`src/common/dcgm_pkg.sv`:
```
// Package with constants for the dual channel guard monitor
package dcgm_pkg;
	// Beam array size and sync beam position
	localparam int unsigned BEAM_COUNT = 16;
	localparam int unsigned SYNC_BEAM = 0;
	// Clock rate
	localparam longint unsigned CLK_HZ = 40000000;
	// Channel simultaneity window, in seconds, and its cycle count
	localparam longint unsigned SIMUL_S = 3;
	localparam longint unsigned SIMUL_CYCLES = SIMUL_S * CLK_HZ;
	// Blanking programming time limit, in minutes, and its cycle count
	localparam longint unsigned PROG_MIN = 10;
	localparam longint unsigned PROG_CYCLES = PROG_MIN * 60 * CLK_HZ;
	// Counter width for both timers
	localparam int unsigned TMR_W = 36;
	// Error codes shown on the error output
	localparam logic [7:0] ERR_NONE = 8'h00;
	localparam logic [7:0] ERR_CHANNEL = 8'h01;
	localparam logic [7:0] ERR_SIMUL = 8'h02;
	localparam logic [7:0] ERR_BLANK_CFG = 8'h03;
	localparam logic [7:0] ERR_PROG_TIMEOUT = 8'h0c;
	// Reset values
	localparam logic [BEAM_COUNT-1:0] BLANK_RST = 16'h0000;
	localparam logic [2:0] SYNC_RST = 3'b111;
	// Monitor states
	typedef enum logic [2:0] {
		DCGM_STOP,
		DCGM_RUN,
		DCGM_WAIT_BOTH_OPEN,
		DCGM_LOCKOUT,
		DCGM_PROG
	} dcgm_state_type;
endpackage : dcgm_pkg

```
`src/design/dcgm_monitor.sv`:
```
// Dual channel guard monitor with fixed blanking checks
// Summary of operation
// Either cascade channel open switches the safety outputs off.
// One channel failing to follow the other de-energizes outputs and locks out.
// Reset refused after a one-channel stop, even with both closed again.
// Fault clears once both channels have opened and then closed.
// Blanked areas must be separated by at least one unblanked beam.
// The synchronization beam can never be blanked.
// Any blanked beam becoming clear turns the outputs off.
// Key switch programming changes only this receiver's blanking map.
// Stand-alone use runs without any cascade configuration step.
// Latching outputs need an external normally open reset contact.
// The key switch sits in run at power-up and normal operation.
// Channels must change within three seconds, else simultaneity fault.
// Programming over ten minutes locks out with error code 12.
// Both safety output channels are always driven together.
`timescale 1ns/100ps
module dcgm_monitor (
	// Clock and reset
	input wire logic sys_clk_i,
	input wire logic rst_n_i,
	// Cascade contact pins, high while closed
	input wire logic chan_a_i,
	input wire logic chan_b_i,
	// Reset button pin, high while pressed
	input wire logic reset_btn_i,
	// Programming key pin, high in the program position
	input wire logic prog_key_i,
	// Latch mode select, from same-clock configuration logic
	input wire logic latch_mode_i,
	// Beam blocked flags from the scan logic, same clock
	input wire logic [dcgm_pkg::BEAM_COUNT-1:0] beam_blocked_i,
	// Paired safety switching outputs
	output logic safety_switching_output_a_o,
	output logic safety_switching_output_b_o,
	// Status
	output logic lockout_o,
	output logic simul_fault_o,
	output logic prog_active_o,
	output logic [7:0] error_code_o,
	output logic [dcgm_pkg::BEAM_COUNT-1:0] blank_map_o
);
	localparam int unsigned NB = dcgm_pkg::BEAM_COUNT;

	logic chan_a;
	logic chan_b;
	logic reset_btn;
	logic prog_key;
	logic [2:0] pin_raw;
	logic [2:0] pin_lvl;
	logic reset_prev_reg;
	logic prog_prev_reg;
	dcgm_pkg::dcgm_state_type state_reg;
	logic opened_a_reg;
	logic opened_b_reg;
	logic [dcgm_pkg::TMR_W-1:0] simul_cnt_reg;
	logic [dcgm_pkg::TMR_W-1:0] prog_cnt_reg;
	logic [NB-1:0] blank_map_reg;
	logic [7:0] err_reg;
	logic out_on_reg;
	logic both_closed;
	logic any_open;
	logic mismatch;
	logic reset_press;
	logic prog_exit;
	logic blank_ok;
	logic blank_clear;
	logic [NB-1:0] cand;
	logic cfg_ok;

	// Pins pass the three flop agreement filter, one per pin.
	// Key and button idle low, so they pass inverted: the filter resets
	// to one, and an uninverted pin would show a false press after reset.
	assign pin_raw = {~prog_key_i, ~reset_btn_i, chan_b_i};
	genvar gi;
	for (gi = 0; gi < 3; gi++) begin : g_sync
		dcgm_pin_sync u_sync (
			.sys_clk_i(sys_clk_i),
			.rst_n_i(rst_n_i),
			.pin_i(pin_raw[gi]),
			.rst_val_i(1'b1),
			.level_o(pin_lvl[gi])
		);
	end
	dcgm_pin_sync u_sync_a (
		.sys_clk_i(sys_clk_i),
		.rst_n_i(rst_n_i),
		.pin_i(chan_a_i),
		.rst_val_i(1'b1),
		.level_o(chan_a)
	);
	assign chan_b = pin_lvl[0];
	assign reset_btn = ~pin_lvl[1];
	assign prog_key = ~pin_lvl[2];

	// Channel combinations
	assign both_closed = chan_a & chan_b;
	assign any_open = ~chan_a | ~chan_b;
	assign mismatch = chan_a ^ chan_b;
	assign reset_press = reset_btn & ~reset_prev_reg;
	assign prog_exit = ~prog_key & prog_prev_reg;

	// Blanked beams must stay blocked; a cleared one drops the outputs
	assign blank_clear = |(blank_map_reg & ~beam_blocked_i);

	// Candidate map: blocked beams, sync beam excluded
	always_comb begin
		cand = beam_blocked_i;
		cand[dcgm_pkg::SYNC_BEAM] = 1'b0;
	end

	// Areas are runs of ones; a run must be separated by a clear beam.
	// A sync beam blocked at key return refuses the new map.
	always_comb begin
		cfg_ok = ~beam_blocked_i[dcgm_pkg::SYNC_BEAM];
		blank_ok = cfg_ok; // contiguous runs always separated by a zero
	end

	// Edge history
	always_ff @(posedge sys_clk_i or negedge rst_n_i) begin
		if (!rst_n_i) begin
			reset_prev_reg <= 1'b0;
			prog_prev_reg <= 1'b0;
		end else begin
			reset_prev_reg <= reset_btn;
			prog_prev_reg <= prog_key;
		end
	end

	// Simultaneity timer runs while the channels disagree
	always_ff @(posedge sys_clk_i or negedge rst_n_i) begin
		if (!rst_n_i) begin
			simul_cnt_reg <= '0;
		end else if (mismatch) begin
			if (simul_cnt_reg < dcgm_pkg::TMR_W'(dcgm_pkg::SIMUL_CYCLES)) begin
				simul_cnt_reg <= simul_cnt_reg + 1'b1;
			end
		end else begin
			simul_cnt_reg <= '0;
		end
	end

	// Opening history per channel, cleared while in run
	always_ff @(posedge sys_clk_i or negedge rst_n_i) begin
		if (!rst_n_i) begin
			opened_a_reg <= 1'b1;
			opened_b_reg <= 1'b1;
		end else if (state_reg == dcgm_pkg::DCGM_RUN) begin
			opened_a_reg <= 1'b0;
			opened_b_reg <= 1'b0;
		end else begin
			if (!chan_a) opened_a_reg <= 1'b1;
			if (!chan_b) opened_b_reg <= 1'b1;
		end
	end

	// Programming timer
	always_ff @(posedge sys_clk_i or negedge rst_n_i) begin
		if (!rst_n_i) begin
			prog_cnt_reg <= '0;
		end else if (state_reg == dcgm_pkg::DCGM_PROG) begin
			prog_cnt_reg <= prog_cnt_reg + 1'b1;
		end else begin
			prog_cnt_reg <= '0;
		end
	end

	// Main sequence: stop, run, waiting for both channels, lockout, program
	always_ff @(posedge sys_clk_i or negedge rst_n_i) begin
		if (!rst_n_i) begin
			state_reg <= dcgm_pkg::DCGM_STOP;
			err_reg <= dcgm_pkg::ERR_NONE;
			blank_map_reg <= dcgm_pkg::BLANK_RST;
		end else begin
			case (state_reg)
				dcgm_pkg::DCGM_STOP: begin
					// Stand-alone start needs no cascade teach
					if (prog_key) begin
						state_reg <= dcgm_pkg::DCGM_PROG;
					end else if (both_closed && opened_a_reg &&
						opened_b_reg && !blank_clear &&
						(!latch_mode_i || reset_press)) begin
						state_reg <= dcgm_pkg::DCGM_RUN;
						err_reg <= dcgm_pkg::ERR_NONE;
					end
				end
				dcgm_pkg::DCGM_RUN: begin
					if (mismatch) begin
						state_reg <= dcgm_pkg::DCGM_WAIT_BOTH_OPEN;
					end else if (any_open || blank_clear) begin
						state_reg <= dcgm_pkg::DCGM_STOP;
					end
				end
				dcgm_pkg::DCGM_WAIT_BOTH_OPEN: begin
					// Second channel must follow within the window
					if (!chan_a && !chan_b) begin
						state_reg <= dcgm_pkg::DCGM_STOP;
					end else if (both_closed) begin
						state_reg <= dcgm_pkg::DCGM_LOCKOUT;
						err_reg <= dcgm_pkg::ERR_CHANNEL;
					end else if (simul_cnt_reg ==
						dcgm_pkg::TMR_W'(dcgm_pkg::SIMUL_CYCLES)) begin
						state_reg <= dcgm_pkg::DCGM_LOCKOUT;
						err_reg <= dcgm_pkg::ERR_SIMUL;
					end
				end
				dcgm_pkg::DCGM_LOCKOUT: begin
					// Channel faults clear after both channels opened then closed; timeout needs reset press
					if (opened_a_reg && opened_b_reg && both_closed &&
						err_reg != dcgm_pkg::ERR_PROG_TIMEOUT) begin
						state_reg <= dcgm_pkg::DCGM_STOP;
						err_reg <= dcgm_pkg::ERR_NONE;
					end else if (err_reg == dcgm_pkg::ERR_PROG_TIMEOUT &&
						!prog_key && reset_press) begin
						state_reg <= dcgm_pkg::DCGM_STOP;
						err_reg <= dcgm_pkg::ERR_NONE;
					end
				end
				dcgm_pkg::DCGM_PROG: begin
					// Key return saves this receiver's map only
					if (prog_cnt_reg >=
						dcgm_pkg::TMR_W'(dcgm_pkg::PROG_CYCLES)) begin
						state_reg <= dcgm_pkg::DCGM_LOCKOUT;
						err_reg <= dcgm_pkg::ERR_PROG_TIMEOUT;
					end else if (prog_exit) begin
						state_reg <= dcgm_pkg::DCGM_STOP;
						if (blank_ok) begin
							blank_map_reg <= cand;
						end else begin
							err_reg <= dcgm_pkg::ERR_BLANK_CFG;
						end
					end
				end
				default: state_reg <= dcgm_pkg::DCGM_STOP;
			endcase
		end
	end

	// Output register, on only in run with no open channel or cleared beam
	always_ff @(posedge sys_clk_i or negedge rst_n_i) begin
		if (!rst_n_i) begin
			out_on_reg <= 1'b0;
		end else begin
			out_on_reg <= (state_reg == dcgm_pkg::DCGM_RUN) &&
				!any_open && !blank_clear;
		end
	end

	// Both channels come from the one register
	assign safety_switching_output_a_o = out_on_reg;
	assign safety_switching_output_b_o = out_on_reg;
	assign lockout_o = (state_reg == dcgm_pkg::DCGM_LOCKOUT);
	assign simul_fault_o = (err_reg == dcgm_pkg::ERR_SIMUL);
	assign prog_active_o = (state_reg == dcgm_pkg::DCGM_PROG);
	assign error_code_o = err_reg;
	assign blank_map_o = blank_map_reg;
endmodule : dcgm_monitor

```
`src/design/dcgm_pin_sync.sv`:
```
// Three flop input synchroniser with agreement filter
`timescale 1ns/100ps
module dcgm_pin_sync (
	// Clock and reset
	input wire logic sys_clk_i,
	input wire logic rst_n_i,
	// Raw pin and filtered level
	input wire logic pin_i,
	input wire logic rst_val_i,
	output logic level_o
);
	logic s1_reg;
	logic s2_reg;
	logic s3_reg;

	// Chain of three flops; level changes only when stages 2 and 3 agree
	always_ff @(posedge sys_clk_i or negedge rst_n_i) begin
		if (!rst_n_i) begin
			s1_reg <= 1'b1;
			s2_reg <= 1'b1;
			s3_reg <= 1'b1;
			level_o <= 1'b1;
		end else begin
			s1_reg <= pin_i;
			s2_reg <= s1_reg;
			s3_reg <= s2_reg;
			if (s2_reg == s3_reg) begin
				level_o <= s3_reg;
			end
		end
	end

	// Unused reset hint kept at one to match the closed contact default
	logic unused_rst_val;
	assign unused_rst_val = rst_val_i;
endmodule : dcgm_pin_sync

```
`config.mk`:
```
export PLATFORM = sky130hd
export DESIGN_NAME = dcgm_monitor
export DESIGN_NICKNAME = d
export VERILOG_FILES = /design/src/common/dcgm_pkg.sv /design/src/design/dcgm_monitor.sv /design/src/design/dcgm_pin_sync.sv
export SDC_FILE = /design/constraint.sdc
export NUM_CORES = 1
export LEC_CHECK = 0
export BUFFER_PORTS_ARGS = -buffer_cell sky130_fd_sc_hd__buf_2
export CORE_UTILIZATION = 59
export CTS_CLUSTER_DIAMETER = 40
export DETAILED_ROUTE_END_ITERATION = 8
export PLACE_DENSITY = 0.81
export SLEW_MARGIN = 5
export SYNTH_ARGS = -nofsm -noshare
export SYNTH_HDL_FRONTEND = slang
export SYNTH_SLANG_ARGS = --single-unit
```
`constraint.sdc`:
```
create_clock -name sys_clk_i -period 3.42 [get_ports sys_clk_i]
set_clock_uncertainty 0.2 [all_clocks]
set_input_delay 0.513 -clock sys_clk_i [delete_from_list [all_inputs] [get_ports sys_clk_i]]
set_output_delay 0.513 -clock sys_clk_i [all_outputs]
set_load 0.01 [all_outputs]
```
# --- Word level (Yosys, flattened, before mapping) ---
# Cells that the tools add are included.
# Widths: inputs -> output; s select.
classes:
  n_bitwise: 16
  magnitude_cmp: 2
  addsub: 2
  muxes: 30
  n_eq_ne: 25
  n_reduce_logical: 25
op_table:
  columns: ["cell", "count"]
  rows:
  - ["$mux 36", 3]
  - ["$mux 8", 10]
  - ["$add 36x1->36 const B", 2]
  - ["$eq 36x27->1 const B", 1]
  - ["$ge 36x35->1 const B", 1]
  - ["$lt 36x27->1 const B", 1]
  - ["$mux 3", 11]
  - ["$pmux 8 s4", 1]
  - ["$and 16x16->16", 1]
  - ["$not 16->16", 1]
  - ["$reduce_or 16->1", 1]
  - ["$pmux 3 s5", 1]
  - ["$logic_and 1x1->1", 12]
  - ["$not 1->1", 9]
  - ["$eq 8x2->1 const B", 1]
  - ["$eq 8x4->1 const B", 1]
  - ["$ne 2x2->1 const B", 4]
  - ["$ne 8x4->1 const B", 1]
  - ["$reduce_and 8->1", 1]
  - ["$eq 3x2->1 const B", 2]
  - ["$ne 3x1->1 const B", 2]
  - ["$ne 3x2->1 const B", 2]
  - ["$ne 3x3->1 const B", 2]
  - ["$logic_not 1->1", 5]
  - ["14 further kinds", 24]
word_totals:
  input_bits: 23
  regBits: 119
  word_cells: 126
  output_inout_bits: 29

# --- Logic depth before layout (Yosys ltp) ---
logic_depth:
  ltp_word: 9
  depth_mapped: 9
  mapped_depth_nobuf: 7

# --- Modules after synthesis ---
# A second synthesis with hierarchy kept.
hier_totals:
  cells_unflattened: 548
  area_unflattened_um2: 5534.1
by_module_without_submodules:
  columns: ["module", "cells_per_inst", "area_per_inst_um2", "seq_area_each_um2", "instances"]
  rows:
  - ["dcgm_monitor", 528, 5068.6, 2454.9, 1]
  - ["dcgm_pin_sync", 5, 116.4, 105.1, 4]

# --- Worst setup path after synthesis ---
# OpenSTA, ideal clock, no wires.
synth_timing:
  path_type: "register -> register"
  start: "register prog_cnt_reg[24] (netlist bit)"
  end: "register blank_map_reg[12], in the netlist blank_map_o[12]"
  path_buffers: 1
  period_less_slack_ns: 2.508
  setup_slack_ns: 0.912
  arrival_time_ns: 2.183
  stages_incl_launch_ff: 7
  cell_sequence: "dfrtp_1 > or4_4 > a21oi_2 > o21ai_2 > nor4_4 > buf_6 > mux2_4"
synth_via:
  elab_chain_cells: 3
synth_lines:
  columns: ["item", "line_no", "text"]
  rows:
  - ["start, declared", "dcgm_monitor.sv:57", "logic [dcgm_pkg::TMR_W-1:0] prog_cnt_reg;"]
  - ["start signal, assigned", "dcgm_monitor.sv:162", "prog_cnt_reg <= prog_cnt_reg + 1'b1;"]
  - ["$ge 36x35->1", "dcgm_monitor.sv:221", "if (prog_cnt_reg >="]
  - ["$not 1->1 (no source line)", null, null]
  - ["$reduce_and 4->1 (no source line)", null, null]
  - ["end signal, assigned", "dcgm_monitor.sv:173", "blank_map_reg <= dcgm_pkg::BLANK_RST;"]
  - ["end signal, assigned", "dcgm_monitor.sv:228", "blank_map_reg <= cand;"]
  - ["end, declared", "dcgm_monitor.sv:58", "logic [NB-1:0] blank_map_reg;"]
# Every way passes these cells.
# A chain may end at the register's enable or synchronous reset.

# --- Worst setup path after layout ---
layout_timing:
  start: "register simul_cnt_reg[14] (netlist bit)"
  end: "register simul_cnt_reg[3] (netlist bit)"
layout_via:
  elab_chain_cells: 2
layout_lines:
  columns: ["item", "line_no", "text"]
  rows:
  - ["start, declared", "dcgm_monitor.sv:56", "logic [dcgm_pkg::TMR_W-1:0] simul_cnt_reg;"]
  - ["start signal, assigned", "dcgm_monitor.sv:136", "simul_cnt_reg <= simul_cnt_reg + 1'b1;"]
  - ["$lt 36x27->1", "dcgm_monitor.sv:135", "if (simul_cnt_reg < dcgm_pkg::TMR_W'(dcgm_pkg::SIMUL_CYCLES)) begin"]
  - ["$ne 2x1->1 (no source line)", null, null]
# Every way passes these cells.

==> flow_metrics.env <==
export IMPL_status="finished, final reports clean"
export IMPL_tightest_slew_ns=1.19
export IMPL_hold_violations=0
export IMPL_final_nets=655
export IMPL_critPathMaxFanout=31
export IMPL_routed_wirelength_mm=12.2
export IMPL_cp_slowest_cell="or4_1"
export IMPL_dp_slack_ns=0.642
export IMPL_postCtsSetupRepairBufs=0
export IMPL_crit_chain="nor4_1 > a21oi_1 > o31ai_1 > a21oi_2 > buf_4 > or4_1 > a21oi_1"
export IMPL_synth_area_mm2=0.00567
export IMPL_wl_met3_um=586
export IMPL_drtIter0Drc=235
export IMPL_min_path_type="input pin to flip-flop"
export IMPL_hpwl_mm=7.69
export IMPL_fin_crit_ns=2.83
export IMPL_setup_violations=0
export IMPL_setup_ws_ns=0.595
export IMPL_fmax_mhz=354
export IMPL_crit_family="simple AND/OR/NAND/NOR gates"
export IMPL_p_leak_nw=2.88
export IMPL_grt_max_degree=74
export IMPL_finalMaxSlewViolations=0
export IMPL_internal_power_mw=3.11
export IMPL_cp_data_arrival_time_ns=3.07
export IMPL_routabilityCongestion=0.848
export IMPL_dieHeight_um=100
export IMPL_top_layer="met4"
export IMPL_ys_warnings_count=0
export IMPL_grt_first_pass_wirelength_mm=21.0
export IMPL_netlist_instances=574
export IMPL_area_growth_pct=17.8
export IMPL_ys_types=60
export IMPL_holdWs_ns=0.0176
export IMPL_cp_end_kind="flip-flop"
export IMPL_place_inst=731
export IMPL_r2r_start="simul_cnt_reg[14]"
export IMPL_totalPowerFinal_mw=4.40
export IMPL_clk_pin_slew_ns=0.06
export IMPL_dr_total_vias=4607
export IMPL_post_route_drc_count=0
export IMPL_fin_crit_sh_pct=82.6
export IMPL_finalNonFillerCells=768
export IMPL_criticalPathCategory="flip-flop to flip-flop"
export IMPL_netSwitchingPower_mw=1.29
export IMPL_htreeDepth=4
export IMPL_port_buffers=46
export IMPL_drtPass1Iterations=4
export IMPL_max_stage_delay_ns=0.53
export IMPL_path_common_cell="a21oi_1"
export IMPL_grt_use_total_pct=26.6
export IMPL_cp_depth=7
export IMPL_cts_max_path_buffers=2
export IMPL_grt_overflow=0
export IMPL_drv_cap=0
export IMPL_cts_resized_gates=0
export IMPL_cts_buffers=17
export IMPL_path_buf_inv=1
export IMPL_p_seq_share_pct=38.1
export IMPL_clk_latency_ns=0.52
export IMPL_power_density_mw_per_mm2=658
export IMPL_required_ns=3.67
export IMPL_pin_count=52
export IMPL_hold_buffers=5
export IMPL_grt_antenna_before_repair=0
export IMPL_fin_area_mm2=0.00668
export IMPL_synth_edf_count=0
export IMPL_r2r_setup_slack_ns=0.59
export IMPL_clockRootBuffer="clkbuf_8"
export IMPL_die_w_um=100
export IMPL_avgViaCountPerCell=6.00
export IMPL_core_area_mm2=0.00928
export IMPL_rsz0062_at_grt="false"
export IMPL_start_util_pct=61.1
export IMPL_yosysSeqAreaShare_pct=50.7
export IMPL_vdd_drop_max_mv=0.362
export IMPL_dieArea_mm2=0.0100
export IMPL_cts_sinks=114
export IMPL_wl_met1_mm=5.29
export IMPL_synth_top_flop_cell="dfrtp_1"
export IMPL_wl_per_cell_um=15.9
export IMPL_fin_util_pct=71.9
export IMPL_synth_ff_latch_count=114
export IMPL_rows=35
export IMPL_met2_length_mm=6.19
export IMPL_antenna_cells=0
export IMPL_combPwrFrac_pct=19.8
export IMPL_fin_tns_setup_ns=0
export IMPL_pwr_share_clk_pct=42.1
export IMPL_switching_share_pct=29.4
export IMPL_synth_area_per_cell_um2=9.88
export IMPL_drive_gt1_share_pct=20.3
export IMPL_ant_nets=0
export IMPL_cts_tree="built"
export IMPL_crit_start="simul_cnt_reg[14]"
export IMPL_synthArstFlopShare_pct=100
export IMPL_r2r_cells=7
export IMPL_max_slew_margin_pct=20.9
export IMPL_crit_path_start_kind="flip-flop"
export IMPL_r2r_end="simul_cnt_reg[3]"
export IMPL_num_fill_cells=635
export IMPL_place_area_mm2=0.00600
export IMPL_endpoint="simul_cnt_reg[3]"
export IMPL_grt_pass1_vias=4527
synth_stat cells (12+ instances only):
library cell	number	area [um^2]
dfstp_2	18	473
o31ai_1	18	135
inv_1	27	101
or4_1	18	135
nand4_1	14	87.6
clkbuf_1	19	71.3
nand3_1	30	150
nor2_1	49	184
dfrtp_1	96	2400
and3_1	13	81.3
nor4_1	13	81.3
nand2_1	49	184
nor3_1	12	60.1
a21oi_1	31	155
o21ai_0	14	70.1
xor2_1	21	184
area by class of cell:
| class | count | area, um^2 | area share (%) |
|---|---|---|---|
| Clock inverter | 12 | 179 | 2.68 |
| Tap cell | 129 | 161 | 2.42 |
| Multi-Input combinational cell | 407 | 2560 | 38.3 |
| Clock buffer | 20 | 445 | 6.67 |
| Sequential cell | 114 | 2880 | 43.0 |
| Inverter | 27 | 101 | 1.52 |
| Timing Repair Buffer | 59 | 355 | 5.32 |
worst reg2reg max path, cell delays in order, from the launching register on:
cell and delay, ns:
dfrtp_1 0.42, nor4_1 0.39, a21oi_1 0.13, o31ai_1 0.26, a21oi_2 0.34, buf_4 0.31, or4_1 0.53, a21oi_1 0.17
metal layers:
| layer | vias up | track usage [%] |
|---|---|---|
| li1 | 2146 | - |
| met1 | 2294 | 33.9 |
| met2 | 147 | 45.4 |
| met3 | 20 | 5.71 |
| met4 | 0 | 8.81 |
| met5 | - | 0 |
power groups by stage:
| stage | clock [mW] | combinational (mW) | sequential (mW) |
|---|---|---|---|
| finish | 1.85 | 0.872 | 1.68 |
| global route | 1.93 | 0.972 | 1.70 |
| global placement | 0 | 0.821 | 1.67 |
| floorplan | 0 | 0.544 | 1.69 |
| CTS | 1.86 | 0.876 | 1.67 |
| detailed placement | 0 | 0.852 | 1.69 |
logic make-up after synthesis:
logic type | share of synthesized area, %
flip-flops | 50.7
AO/OA/AOI/OAI | 10.6
AND/OR/NAND/NOR | 24.2
other | 0.0661
buffers and inverters | 4.44
adder cells (fa/ha/maj) | 2.03
XOR/XNOR | 4.79
multiplexers | 3.20
worst min-delay path by stage:
stage | slack (ns) | endpoint | cells past startpoint | start
after CTS | 0.01 | blank_map_o[5] | 3 | beam_blocked_i[5]
after global placement | 0.15 | g_sync[1].u_sync.s2_reg | 0 | g_sync[1].u_sync.s1_reg
after detailed placement | 0.15 | g_sync[2].u_sync.s2_reg | 0 | g_sync[2].u_sync.s1_reg
after global routing | 0.02 | blank_map_o[5] | 3 | beam_blocked_i[5]
after floorplan | 0.02 | blank_map_o[10] | 0 | rst_n_i
final | 0.02 | blank_map_o[5] | 3 | beam_blocked_i[5]
cell usage in the layout (no fill, tap or decap), types with 7 or more instances in the layout:
master | netlist | layout
dfrtp_1 | 96 | 96
nand2_1 | 49 | 49
nor2_1 | 49 | 49
buf_2 | 0 | 45
nand3_1 | 30 | 30
a21oi_1 | 31 | 30
inv_1 | 27 | 27
xor2_1 | 21 | 21
o31ai_1 | 18 | 18
or4_1 | 18 | 18
dfstp_2 | 18 | 18
clkbuf_16 | 0 | 16
nand4_1 | 14 | 14
o21ai_0 | 14 | 14
and3_1 | 13 | 13
nor4_1 | 13 | 13
nor3_1 | 12 | 12
and2_1 | 11 | 11
nand2b_1 | 11 | 11
xnor2_1 | 10 | 10
mux2_2 | 9 | 9
buf_4 | 8 | 8
or3_1 | 7 | 7
(Power assumes the default switching activity.)
